### config.mk
export PLATFORM = sky130hd
export DESIGN_NAME = flash_cmd_decoder
export DESIGN_NICKNAME = d
export VERILOG_FILES = /design/src/core/flash_cmd_pkg.sv /design/src/core/flash_cmd_decoder.sv
export VERILOG_INCLUDE_DIRS = /design/src /design/src/core
export SDC_FILE = /design/constraint.sdc
export NUM_CORES = 1
export LEC_CHECK = 0
export BUFFER_PORTS_ARGS = -buffer_cell sky130_fd_sc_hd__buf_2
export CORE_MARGIN = 1.5
export CORE_UTILIZATION = 60
export CTS_BUF_LIST = sky130_fd_sc_hd__clkbuf_4
export DETAILED_ROUTE_END_ITERATION = 12
export GPL_TIMING_DRIVEN = 0
export PLACE_DENSITY = 0.77
export RECOVER_POWER = 100
export SYNTH_ARGS = -nofsm -noshare
export SYNTH_HDL_FRONTEND = slang
export SYNTH_SLANG_ARGS = --single-unit
### constraint.sdc
create_clock -name clk -period 7 [get_ports clk]
set_clock_uncertainty 0.2 [all_clocks]
set_input_delay 0.35 -clock clk [delete_from_list [all_inputs] [get_ports clk]]
set_output_delay 0.35 -clock clk [all_outputs]
set_load 0.05 [all_outputs]
### src/core/flash_cmd_map.svh
`ifndef FLASH_CMD_MAP_SVH
`define FLASH_CMD_MAP_SVH

// ****************************************************************
// Opcodes
// ****************************************************************
`define OP_WRITE_ENABLE   8'h06
`define OP_VOL_ENABLE     8'h50
`define OP_WRITE_DISABLE  8'h04
`define OP_WR_STAT1       8'h01
`define OP_WR_STAT2       8'h31
`define OP_WR_STAT3       8'h11
`define OP_RD_STAT1       8'h05
`define OP_RD_STAT2       8'h35
`define OP_RD_STAT3       8'h15
`define OP_RD_UPPER       8'hC8
`define OP_WR_UPPER       8'hC5
`define OP_ADDR32_ON      8'hB7
`define OP_ADDR32_OFF     8'hE9
`define OP_READ           8'h03
`define OP_READ_ADDR32    8'h13
`define OP_FAST_READ      8'h0B

// ****************************************************************
// Status fields and reset values
// ****************************************************************
`define SR1_WRITE_MASK    8'hFC
`define SR2_WRITE_MASK    8'h7B
`define SR2_LOCK_MASK     8'h38
`define SR2_PROTECT2_MASK 8'h01
`define SR2_QUAD_POS      1
`define SR3_WRITE_MASK    8'hFE
`define SR3_ADP_POS       1
`define SR1_RESET         8'h00
`define SR2_RESET         8'h00
`define SR3_RESET         8'h00

// ****************************************************************
// Timing
// ****************************************************************
`define CLK_PERIOD_NS         4
`define STATUS_WRITE_TIME_NS  5000000
`define DUMMY_CLOCKS          6'd8

`endif

### src/core/flash_cmd_pkg.sv
package flash_cmd_pkg;

  typedef enum logic [6:0] {
    ST_IDLE  = 7'h01,
    ST_OPC   = 7'h02,
    ST_ADDR  = 7'h04,
    ST_DUMMY = 7'h08,
    ST_DIN   = 7'h10,
    ST_DOUT  = 7'h20,
    ST_SKIP  = 7'h40
  } state_e;

  typedef struct packed {
    logic [5:0]  sync1;
    logic [5:0]  sync2;
    logic [5:0]  sync3;
    logic [5:0]  filt;
    state_e      state;
    logic [7:0]  opcode;
    logic [5:0]  bitCnt;
    logic        addr32;
    logic [31:0] addr;
    logic [15:0] dataIn;
    logic [4:0]  dataCnt;
    logic [7:0]  outSh;
    logic [3:0]  outCnt;
    logic [3:0]  ioOut;
    logic [3:0]  ioOeN;
    logic [7:0]  sr1;
    logic [7:0]  sr2;
    logic [7:0]  sr3;
    logic [7:0]  nv1;
    logic [7:0]  nv2;
    logic [7:0]  nv3;
    logic [7:0]  pend1;
    logic [7:0]  pend2;
    logic [7:0]  pend3;
    logic        write_enable_latch;
    logic        volEn;
    logic        current_address_mode;
    logic [7:0]  ear;
    logic [31:0] wrCnt;
    logic        readStart;
    logic [31:0] readAddr;
  } state_s;

endpackage

### src/core/flash_cmd_decoder.sv
`timescale 1ns/1ps
`include "flash_cmd_map.svh"

module flash_byte_fifo #(
  parameter int WIDTH = 8,
  parameter int DEPTH = 32
) (
  // Clock and reset
  input  wire logic             clk,
  input  wire logic             rst_n,
  input  wire logic             flush,
  // Fill side
  input  wire logic             inValid,
  input  wire logic [WIDTH-1:0] inData,
  output logic                  inReady,
  // Drain side
  output logic                  outValid,
  output logic [WIDTH-1:0]      outData,
  input  wire logic             outReady
);
  localparam int AW = $clog2(DEPTH);
  typedef struct packed {
    logic [DEPTH-1:0][WIDTH-1:0] mem;
    logic [AW-1:0]               wp;
    logic [AW-1:0]               rp;
    logic [AW:0]                 cnt;
  } fifo_s;

  fifo_s fifoReg;
  fifo_s fifoNext;
  logic  push;
  logic  pop;

  assign inReady  = fifoReg.cnt != (AW+1)'(DEPTH);
  assign outValid = fifoReg.cnt != '0;
  assign outData  = fifoReg.mem[fifoReg.rp];
  assign push     = inValid && inReady;
  assign pop      = outValid && outReady;

  always_comb begin
    fifoNext = fifoReg;
    if (push) begin
      fifoNext.mem[fifoReg.wp] = inData;
      fifoNext.wp = fifoReg.wp + AW'(1);
    end
    if (pop) begin
      fifoNext.rp = fifoReg.rp + AW'(1);
    end
    fifoNext.cnt = fifoReg.cnt + (AW+1)'(push) - (AW+1)'(pop);
    // Stale bytes of an ended read must never reach the next one.
    if (flush) begin
      fifoNext.wp  = '0;
      fifoNext.rp  = '0;
      fifoNext.cnt = '0;
    end
  end

  always_ff @(posedge clk) begin
    if (!rst_n) begin
      fifoReg <= '0;
    end else begin
      fifoReg <= fifoNext;
    end
  end
endmodule // flash_byte_fifo

// Overview of operation
// - 01h/31h/11h write only writable status bits.
// - Lock bits never return from 1 to 0.
// - Non-volatile status write needs latch set.
// - After 50h, write volatile copies, latch stays.
// - Any reset reloads volatile from non-volatile.
// - Non-volatile write holds busy for write time.
// - Write cycle end clears the write latch.
// - Volatile write applies at once, no busy.
// - Status reads answered even while busy.
// - Wide mode ignores quad enable changes.
// - 01h with sixteen bits writes registers 1,2.
// - Upper byte extends address; C8h reads it.
// - C5h loads upper byte only when latched.
// - Upper byte clears on every reset.
// - 32-bit addresses overwrite the upper byte only in 32-bit mode.
// - B7h alone enters 32-bit address mode.
// - E9h alone returns to 24-bit mode.
// - 03h streams bytes MSB first, address increments.
// - 03h/13h ignored while busy.
// - 03h/13h refused in wide mode.
// - 13h always takes a 32-bit address.
// - 0Bh inserts eight dummy clocks.
// - 06h sets latch; 50h enables volatile only.
// - Wide mode moves nibbles, high first.
module flash_cmd_decoder #(
  parameter int StatusWriteCycles =
    (`STATUS_WRITE_TIME_NS + `CLK_PERIOD_NS - 1) / `CLK_PERIOD_NS
) (
  // Clock and reset
  input  wire logic        clk,
  input  wire logic        rst_n,
  // Serial link pins
  input  wire logic        csN,
  input  wire logic        sclk,
  input  wire logic [3:0]  ioIn,
  output logic [3:0]       ioOut,
  output logic [3:0]       ioOeN,
  // Mode and reset requests
  input  wire logic        wideCommandMode,
  input  wire logic        engineBusy,
  input  wire logic        deviceResetReq,
  // Status view
  output logic             busy,
  output logic             writeEnableLatch,
  output logic             currentAddressMode,
  output logic             quadEnable,
  output logic [7:0]       upperAddrByte,
  // Array read stream
  output logic             readStart,
  output logic [31:0]      readAddr,
  input  wire logic        fillValid,
  input  wire logic [7:0]  fillData,
  output logic             fillReady
);

  // ****************************************************************
  // Helpers
  // ****************************************************************
  // nibble shift-in
  function automatic logic [31:0] shiftIn(logic [31:0] v, logic [3:0] b, logic wide);
    return wide ? {v[27:0], b} : {v[30:0], b[0]};
  endfunction

  function automatic logic [7:0] merge(logic [7:0] old, logic [7:0] data,
                                       logic [7:0] mask, logic [7:0] keep);
    return ((old & ~mask) | (data & mask)) | (old & keep);
  endfunction

  function automatic logic isArrayRead(logic [7:0] op);
    return op == `OP_READ || op == `OP_READ_ADDR32 || op == `OP_FAST_READ;
  endfunction

  flash_cmd_pkg::state_s stReg;
  flash_cmd_pkg::state_s stNext;

  logic [5:0]  filtNext;
  logic        sclkRise;
  logic        sclkFall;
  logic        csRise;
  logic        csFall;
  logic [3:0]  inBits;
  logic [5:0]  step;
  logic        wrActive;
  logic        popData;
  logic        fifoValid;
  logic [7:0]  fifoData;
  logic [7:0]  outByte;
  logic [7:0]  byte1;
  logic        twoBytes;
  logic [7:0]  base1;
  logic [7:0]  base2;
  logic [7:0]  base3;
  logic [7:0]  mask2;
  logic [7:0]  keep2;
  logic [7:0]  new1;
  logic [7:0]  new2;
  logic [7:0]  new3;
  logic [31:0] fullAddr;
  logic [31:0] addrShift;

  // ****************************************************************
  // Pin sampling
  // ****************************************************************
  // A pin counts as changed once the second and third stages agree.
  assign filtNext = (~(stReg.sync2 ^ stReg.sync3) & stReg.sync3)
                  | ((stReg.sync2 ^ stReg.sync3) & stReg.filt);
  assign sclkRise = filtNext[4] & ~stReg.filt[4] & ~filtNext[5];
  assign sclkFall = ~filtNext[4] & stReg.filt[4] & ~filtNext[5];
  assign csRise   = filtNext[5] & ~stReg.filt[5];
  assign csFall   = ~filtNext[5] & stReg.filt[5];
  assign inBits   = wideCommandMode ? filtNext[3:0] : {3'b000, filtNext[0]};
  assign step     = wideCommandMode ? 6'd4 : 6'd1;
  assign wrActive = stReg.wrCnt != 32'h0;
  assign busy     = wrActive | engineBusy;

  // ****************************************************************
  // Status write data
  // ****************************************************************
  // one or two bytes
  assign twoBytes = stReg.dataCnt >= 5'd16;
  assign byte1    = twoBytes ? stReg.dataIn[15:8] : stReg.dataIn[7:0];
  assign base1    = stReg.volEn ? stReg.sr1 : stReg.nv1;
  assign base2    = stReg.volEn ? stReg.sr2 : stReg.nv2;
  assign base3    = stReg.volEn ? stReg.sr3 : stReg.nv3;
  assign mask2 = `SR2_WRITE_MASK & ~(8'(wideCommandMode) << `SR2_QUAD_POS);
  assign keep2 = `SR2_LOCK_MASK | (stReg.volEn ? `SR2_PROTECT2_MASK : 8'h00);

  always_comb begin
    new1 = base1;
    new2 = base2;
    new3 = base3;
    unique case (stReg.opcode)
      `OP_WR_STAT1: begin
        new1 = merge(base1, byte1, `SR1_WRITE_MASK, 8'h00);
        if (twoBytes) begin
          new2 = merge(base2, stReg.dataIn[7:0], mask2, keep2);
        end
      end
      `OP_WR_STAT2: new2 = merge(base2, byte1, mask2, keep2);
      `OP_WR_STAT3: new3 = merge(base3, byte1, `SR3_WRITE_MASK, 8'h00);
      default: ;
    endcase
  end

  // ****************************************************************
  // Read data source
  // ****************************************************************
  // status always readable
  always_comb begin
    unique case (stReg.opcode)
      `OP_RD_STAT1: outByte = {stReg.sr1[7:2], stReg.write_enable_latch, busy};
      `OP_RD_STAT2: outByte = stReg.sr2;
      `OP_RD_STAT3: outByte = {stReg.sr3[7:1], stReg.current_address_mode};
      `OP_RD_UPPER: outByte = stReg.ear;
      // An underrun drives all ones rather than stalling the link.
      default:      outByte = fifoValid ? fifoData : 8'hFF;
    endcase
  end

  assign popData = sclkFall && stReg.state == flash_cmd_pkg::ST_DOUT
                && stReg.outCnt == 4'h0 && isArrayRead(stReg.opcode);
  assign addrShift = shiftIn(stReg.addr, inBits, wideCommandMode);
  assign fullAddr  = stReg.addr32 ? addrShift : {stReg.ear, addrShift[23:0]};

  flash_byte_fifo #(
    .WIDTH (8),
    .DEPTH (32)
  ) u_fifo (
    .clk      (clk),
    .rst_n    (rst_n),
    .flush    (stReg.readStart),
    .inValid  (fillValid),
    .inData   (fillData),
    .inReady  (fillReady),
    .outValid (fifoValid),
    .outData  (fifoData),
    .outReady (popData)
  );

  // ****************************************************************
  // Command engine
  // ****************************************************************
  always_comb begin
    stNext           = stReg;
    stNext.sync1     = {csN, sclk, ioIn};
    stNext.sync2     = stReg.sync1;
    stNext.sync3     = stReg.sync2;
    stNext.filt      = filtNext;
    stNext.readStart = 1'b0;
    if (wrActive) begin
      stNext.wrCnt = stReg.wrCnt - 32'h1;
      if (stReg.wrCnt == 32'h1) begin
        {stNext.nv1, stNext.nv2, stNext.nv3} = {stReg.pend1, stReg.pend2, stReg.pend3};
        {stNext.sr1, stNext.sr2, stNext.sr3} = {stReg.pend1, stReg.pend2, stReg.pend3};
        stNext.write_enable_latch = 1'b0;
      end
    end
    if (deviceResetReq) begin
      {stNext.sr1, stNext.sr2, stNext.sr3} = {stReg.nv1, stReg.nv2, stReg.nv3};
      stNext.write_enable_latch   = 1'b0;
      stNext.volEn = 1'b0;
      stNext.current_address_mode   = stReg.nv3[`SR3_ADP_POS];
      stNext.ear   = 8'h00;
    end
    if (csFall) begin
      stNext.state   = flash_cmd_pkg::ST_OPC;
      stNext.bitCnt  = 6'd0;
      stNext.dataCnt = 5'd0;
      stNext.outCnt  = 4'h0;
    end else if (csRise) begin
      stNext.state = flash_cmd_pkg::ST_IDLE;
      stNext.ioOeN = 4'hF;
      if (stReg.state == flash_cmd_pkg::ST_DIN) begin
        stNext.volEn = stReg.opcode == `OP_VOL_ENABLE && stReg.dataCnt == 5'd0;
        unique case (stReg.opcode)
          `OP_WRITE_ENABLE: begin
            if (stReg.dataCnt == 5'd0) begin
              stNext.write_enable_latch = 1'b1;
            end
          end
          `OP_WRITE_DISABLE: begin
            if (stReg.dataCnt == 5'd0) begin
              stNext.write_enable_latch = 1'b0;
            end
          end
          `OP_ADDR32_ON: begin
            if (stReg.dataCnt == 5'd0) begin
              stNext.current_address_mode = 1'b1;
            end
          end
          `OP_ADDR32_OFF: begin
            if (stReg.dataCnt == 5'd0) begin
              stNext.current_address_mode = 1'b0;
            end
          end
          `OP_WR_UPPER: begin
            if (stReg.dataCnt >= 5'd8 && stReg.write_enable_latch) begin
              stNext.ear = byte1;
            end
          end
          `OP_WR_STAT1, `OP_WR_STAT2, `OP_WR_STAT3: begin
            if (stReg.dataCnt >= 5'd8) begin
              if (stReg.volEn) begin
                {stNext.sr1, stNext.sr2, stNext.sr3} = {new1, new2, new3};
              end else if (stReg.write_enable_latch && !busy) begin
                {stNext.pend1, stNext.pend2, stNext.pend3} = {new1, new2, new3};
                stNext.wrCnt = 32'(StatusWriteCycles);
              end
            end
          end
          default: ;
        endcase
      end else begin
        stNext.volEn = 1'b0;
      end
    end else if (sclkRise) begin
      unique case (stReg.state)
        flash_cmd_pkg::ST_OPC: begin
          stNext.opcode = 8'(shiftIn({24'h0, stReg.opcode}, inBits, wideCommandMode));
          stNext.bitCnt = stReg.bitCnt + step;
          if (stNext.bitCnt == 6'd8) begin
            stNext.bitCnt = 6'd0;
            unique case (stNext.opcode)
              `OP_RD_STAT1, `OP_RD_STAT2, `OP_RD_STAT3, `OP_RD_UPPER:
                stNext.state = flash_cmd_pkg::ST_DOUT;
              `OP_READ, `OP_READ_ADDR32: begin
                stNext.state = (wideCommandMode || busy) ? flash_cmd_pkg::ST_SKIP
                                                         : flash_cmd_pkg::ST_ADDR;
                stNext.addr32 = stNext.opcode == `OP_READ_ADDR32 || stReg.current_address_mode;
              end
              `OP_FAST_READ: begin
                stNext.state  = wideCommandMode ? flash_cmd_pkg::ST_SKIP
                                                : flash_cmd_pkg::ST_ADDR;
                stNext.addr32 = stReg.current_address_mode;
              end
              `OP_WRITE_ENABLE, `OP_VOL_ENABLE, `OP_WRITE_DISABLE, `OP_ADDR32_ON,
              `OP_ADDR32_OFF, `OP_WR_UPPER, `OP_WR_STAT1, `OP_WR_STAT2, `OP_WR_STAT3:
                stNext.state = flash_cmd_pkg::ST_DIN;
              default: stNext.state = flash_cmd_pkg::ST_SKIP;
            endcase
          end
        end
        flash_cmd_pkg::ST_ADDR: begin
          stNext.addr   = addrShift;
          stNext.bitCnt = stReg.bitCnt + step;
          if (stNext.bitCnt == (stReg.addr32 ? 6'd32 : 6'd24)) begin
            stNext.bitCnt    = 6'd0;
            stNext.readAddr  = fullAddr;
            stNext.readStart = 1'b1;
            if (stReg.addr32 && stReg.current_address_mode) begin
              stNext.ear = stNext.addr[31:24];
            end
            stNext.state = (stReg.opcode == `OP_FAST_READ) ? flash_cmd_pkg::ST_DUMMY
                                                           : flash_cmd_pkg::ST_DOUT;
          end
        end
        flash_cmd_pkg::ST_DUMMY: begin
          stNext.bitCnt = stReg.bitCnt + 6'd1;
          if (stNext.bitCnt == `DUMMY_CLOCKS) begin
            stNext.state = flash_cmd_pkg::ST_DOUT;
          end
        end
        flash_cmd_pkg::ST_DIN: begin
          if (stReg.dataCnt < 5'd16) begin
            stNext.dataIn  = 16'(shiftIn({16'h0, stReg.dataIn}, inBits, wideCommandMode));
            stNext.dataCnt = stReg.dataCnt + step[4:0];
          end
        end
        default: ;
      endcase
    end else if (sclkFall && stReg.state == flash_cmd_pkg::ST_DOUT) begin
      stNext.ioOeN = wideCommandMode ? 4'h0 : 4'hD;
      if (stReg.outCnt == 4'h0) begin
        stNext.ioOut  = wideCommandMode ? outByte[7:4] : {2'b00, outByte[7], 1'b0};
        stNext.outSh  = wideCommandMode ? {outByte[3:0], 4'h0} : {outByte[6:0], 1'b0};
        stNext.outCnt = 4'd8 - step[3:0];
        if (popData) begin
          stNext.readAddr = stReg.readAddr + 32'h1;
        end
      end else begin
        stNext.ioOut  = wideCommandMode ? stReg.outSh[7:4] : {2'b00, stReg.outSh[7], 1'b0};
        stNext.outSh  = wideCommandMode ? {stReg.outSh[3:0], 4'h0} : {stReg.outSh[6:0], 1'b0};
        stNext.outCnt = stReg.outCnt - step[3:0];
      end
    end
  end

  always_ff @(posedge clk) begin
    if (!rst_n) begin
      stReg       <= '0;
      stReg.sync1 <= 6'h20;
      stReg.sync2 <= 6'h20;
      stReg.sync3 <= 6'h20;
      stReg.filt  <= 6'h20;
      stReg.state <= flash_cmd_pkg::ST_IDLE;
      stReg.ioOeN <= 4'hF;
      stReg.sr1   <= `SR1_RESET;
      stReg.sr2   <= `SR2_RESET;
      stReg.sr3   <= `SR3_RESET;
      stReg.nv1   <= `SR1_RESET;
      stReg.nv2   <= `SR2_RESET;
      stReg.nv3   <= `SR3_RESET;
      stReg.current_address_mode   <= 1'((`SR3_RESET >> `SR3_ADP_POS) & 8'h01);
    end else begin
      stReg <= stNext;
    end
  end

  assign ioOut              = stReg.ioOut;
  assign ioOeN              = stReg.ioOeN;
  assign writeEnableLatch   = stReg.write_enable_latch;
  assign currentAddressMode = stReg.current_address_mode;
  assign quadEnable         = stReg.sr2[`SR2_QUAD_POS];
  assign upperAddrByte      = stReg.ear;
  assign readStart          = stReg.readStart;
  assign readAddr           = stReg.readAddr;
endmodule // flash_cmd_decoder

==> results.md <==
* Global-route track usage on met2 at 0.690
* Setup WS post-layout at about 1.3 ns
* Avg WL per Cell at 23.7 um
* Power per standard cell area at approximately 250 nW/um^2
* Sink Count at roughly 530
* Synth warn at 0
* Via-to-Cell Ratio at about 6.5
* Via Count at between 20,000 and 30,000
* Die X-Extent at 211 um
* Yosys cell types at slightly below 90
* CP top delay family: simple AND/OR/NAND/NOR gates
* Clk_lat worst skew at roughly 1.1 ns
* Die Y at approximately 210 um
* H-tree depth at 4
* CTS root buf: clkbuf_4
* Most frequent cells after synthesis: dfxtp_1, nand2_1, a21oi_1
* Final setup vio count at 0
* Final Hold Vio Count at 0
* RSZ-0062 raised after global routing: false
* GRT overflow at 0
* DRC viols at 0
* Max-slew headroom at -0.208
* First-pass GRT wire length at between 100,000 and 150,000 um
* DRT iter0 DRCs at roughly 3,200
* Setup slack after placement at about 2.1 ns
* Hold Path Class: in2reg
* Highest clock rate at roughly 180 MHz
* Post-synth EDFFs at 0
* # hold bufs at CTS at 34
* Switching Power at about 0.0024 W
* Share of the clock period used by the worst path at 0.810
* CP max-delay cell: nor3b_1
* Synth Flop Type: dfxtp_1
* Layer carrying the most global-route usage: met2
* First drt pass iteration count at 9
* Status: complete, but fails checks
* CTS resizes at 0
* P&R area growth vs syn at 11.6%
* Arr. time, crit path at 6.37 ns
* Full die area at between 40,000 and 50,000 um^2
* Final Slew Violations at 31
* Placeable Area at between 40,000 and 50,000 um^2
* Failing checks: max-capacitance violations, max-slew violations
* PortBufs at 73
* Post-Layout Cell Count at slightly above 4,000
* Synth async-reset ratio at 0
* Max Cap Viol at 4
* Setup CP Type: reg2reg
* Initial antenna violation count at 4
* Min Clock Period, post-route at 5.67 ns
* Max IR drop VDD at approximately 0.28 mV
* Mapped Area at ~26,000 um^2
* Post-synth top area share at 0.404
* Crit-path max cell delay at ~1.5 ns
* CTS tree: yes
* Starting Density at 0.607
* Nets at around 3,500
* GPL Wtd Cong at between 1 and 1.5
* Main area contributors after synthesis: dfxtp_1, a21oi_1, nand2_1
* Setup TNS at 0 ns
* GRT Resource Usage Total at 0.433
* Antenna-violating nets left at 0
* CTS Buf Count at roughly 140
* Met1 GRT Util at 0.497
* Clock Path Buffers at 3
* Sw frac at 0.322
* IO Pins at 74
* Sequential share of the synthesized area at 0.404
* Met3 usage at 0.110
* Tot Pwr at roughly 0.0073 W
* Vias in the first global route at between 20,000 and 30,000
* CP Max Fanout at 8
* Largest net degree at the start of global routing at 17
* Cell-internal power at 0.00497 W
* Dpl cells at 3,864
* FILL cells at ~3,800
* Post-CTS Setup Inserts at 0
* Post-Synthesis Cells at around 3,200
* Ratio of cells with drive above 1 in the final layout at 0.105
* Count leader, synth: dfxtp_1
* Reg power frac at 0.439
* Gate power share at 0.185
* Detailed placer's ending HPWL at 69,600 um
* Worst-path cell chain: nor4_1, nand3_1, nor3b_1, ha_1, inv_1, ha_1, a21o_1, a21oi_1, o21bai_1, a21oi_1, xnor2_1, nor2_1
* FF+latch count, synth at around 530
* Largest area contributor in the netlist: dfxtp_1
* Req. time, crit path at just under 8 ns
* WP buf/inv at 1
* Mapped Nets at ~3,300
* Avg Cell Area, Syn at 8.13 um^2
* Startpoint Class: flip-flop
* Register clock-pin slew on the reported worst setup and hold paths at approximately 0.060 ns
* LEAKAGE at just under 10 nW
* Share of total power in the clock network at 0.375
* Routed wire length at about 98,000 um
* Worst-margin pin slew at 1.79 ns
* Std-Cell Rows at 76
* Crit path capture type: flip-flop
## cell type report
cell class,count,area [um^2],area share
Sequential cell,526,10500,0.362
Inverter,41,154,0.00529
Tap cell,585,732,0.0251
Buffer,315,1380,0.0475
Multi-Input combinational cell,2324,14000,0.479
Clock buffer,189,1420,0.0488
Antenna cell,2,5.00,0.000172
Timing Repair Buffer,107,636,0.0218
Clock inverter,45,292,0.0100
## power groups by stage
| stage | registers [W] | clock network (W) | logic (W) |
|---|---|---|---|
| finish | 0.00322 | 0.00275 | 0.00136 |
| global route | 0.00323 | 0.00293 | 0.00147 |
| CTS | 0.00322 | 0.00276 | 0.00140 |
| detailed placement | 0.00329 | 0 | 0.00137 |
| global placement | 0.00327 | 0 | 0.00131 |
| floorplan | 0.00326 | 0 | 0.00100 |
## cells by family (layout without fill, tap and decap cells)
group,after synthesis,in the layout,synth area share
adders and majority gates,31,31,0.0151
and+or+nand+nor,1295,1295,0.230
DFF,526,526,0.404
xor gates and xnor gates,50,50,0.0168
muxes,169,169,0.0934
other,0,2,0
buffers and inverters,356,697,0.0601
AOI/OAI and AO/OA,779,779,0.181
## per-stage QoR
stage / hold WS [ns] / cell area (um^2) / utilization
after floorplan: 0.186 / 26100 / -
after detailed placement: 0.222 / 27200 / 0.633
after global routing: 0.214 / 29100 / 0.677
after CTS: 0.0603 / 29200 / 0.680
after global placement: 0.191 / 27200 / 0.632
final: 0.221 / 29100 / 0.677
## final timing paths
kind,cells past startpoint,slack [ns],startpoint,to
worst max-delay path,12,1.33,stReg[159],u_fifo.fifoReg[5]
worst max register to register,12,1.33,stReg[159],u_fifo.fifoReg[5]
worst min register to register,1,0.24,stNext[257],stNext[251]
worst min-delay path,5,0.22,deviceResetReq,stReg[125]
## state kept, by name, indices dropped and copies added (netlist names)
name	flops
writeEnableLatch	1
ioOeN	2
u_fifo.fifoReg	272
currentAddressMode	1
readStart	1
stNext	12
upperAddrByte	8
quadEnable	1
ioOut	4
stReg	192
readAddr	32
## layout by cell type, fill, tap and decap left out, drive strengths merged, types with 27 or more instances in the layout
cell type	n
mux4	58
dfxtp	526
inv	43
xnor2	30
a21oi	417
a31oi	27
mux2i	97
and2	29
nand2	521
clkbuf	481
dlygate4sd3	34
nor3	46
o21ai	86
nor2	221
nand3	291
clkinv	37
a211oi	76
ha	29
nor4	27
buf	96
## routing by layer
metal | wire (um) | share of wire | up-vias
met5 | 26 | 0.00027 | -
met4 | 7990 | 0.082 | 4
met3 | 10400 | 0.11 | 496
met2 | 44500 | 0.45 | 1826
met1 | 35000 | 0.36 | 12700
li1 | - | - | 12000
## worst register-to-register path: stages (launching register included)
cell,delay (ns)
dfxtp_1,0.34
nor4_1,1.38
nand3_1,0.53
nor3b_1,1.50
ha_1,0.39
inv_1,0.06
ha_1,0.28
a21o_1,0.16
a21oi_1,0.24
o21bai_1,0.09
a21oi_1,0.18
xnor2_1,0.14
nor2_1,0.05
(Power assumes the default switching activity.)
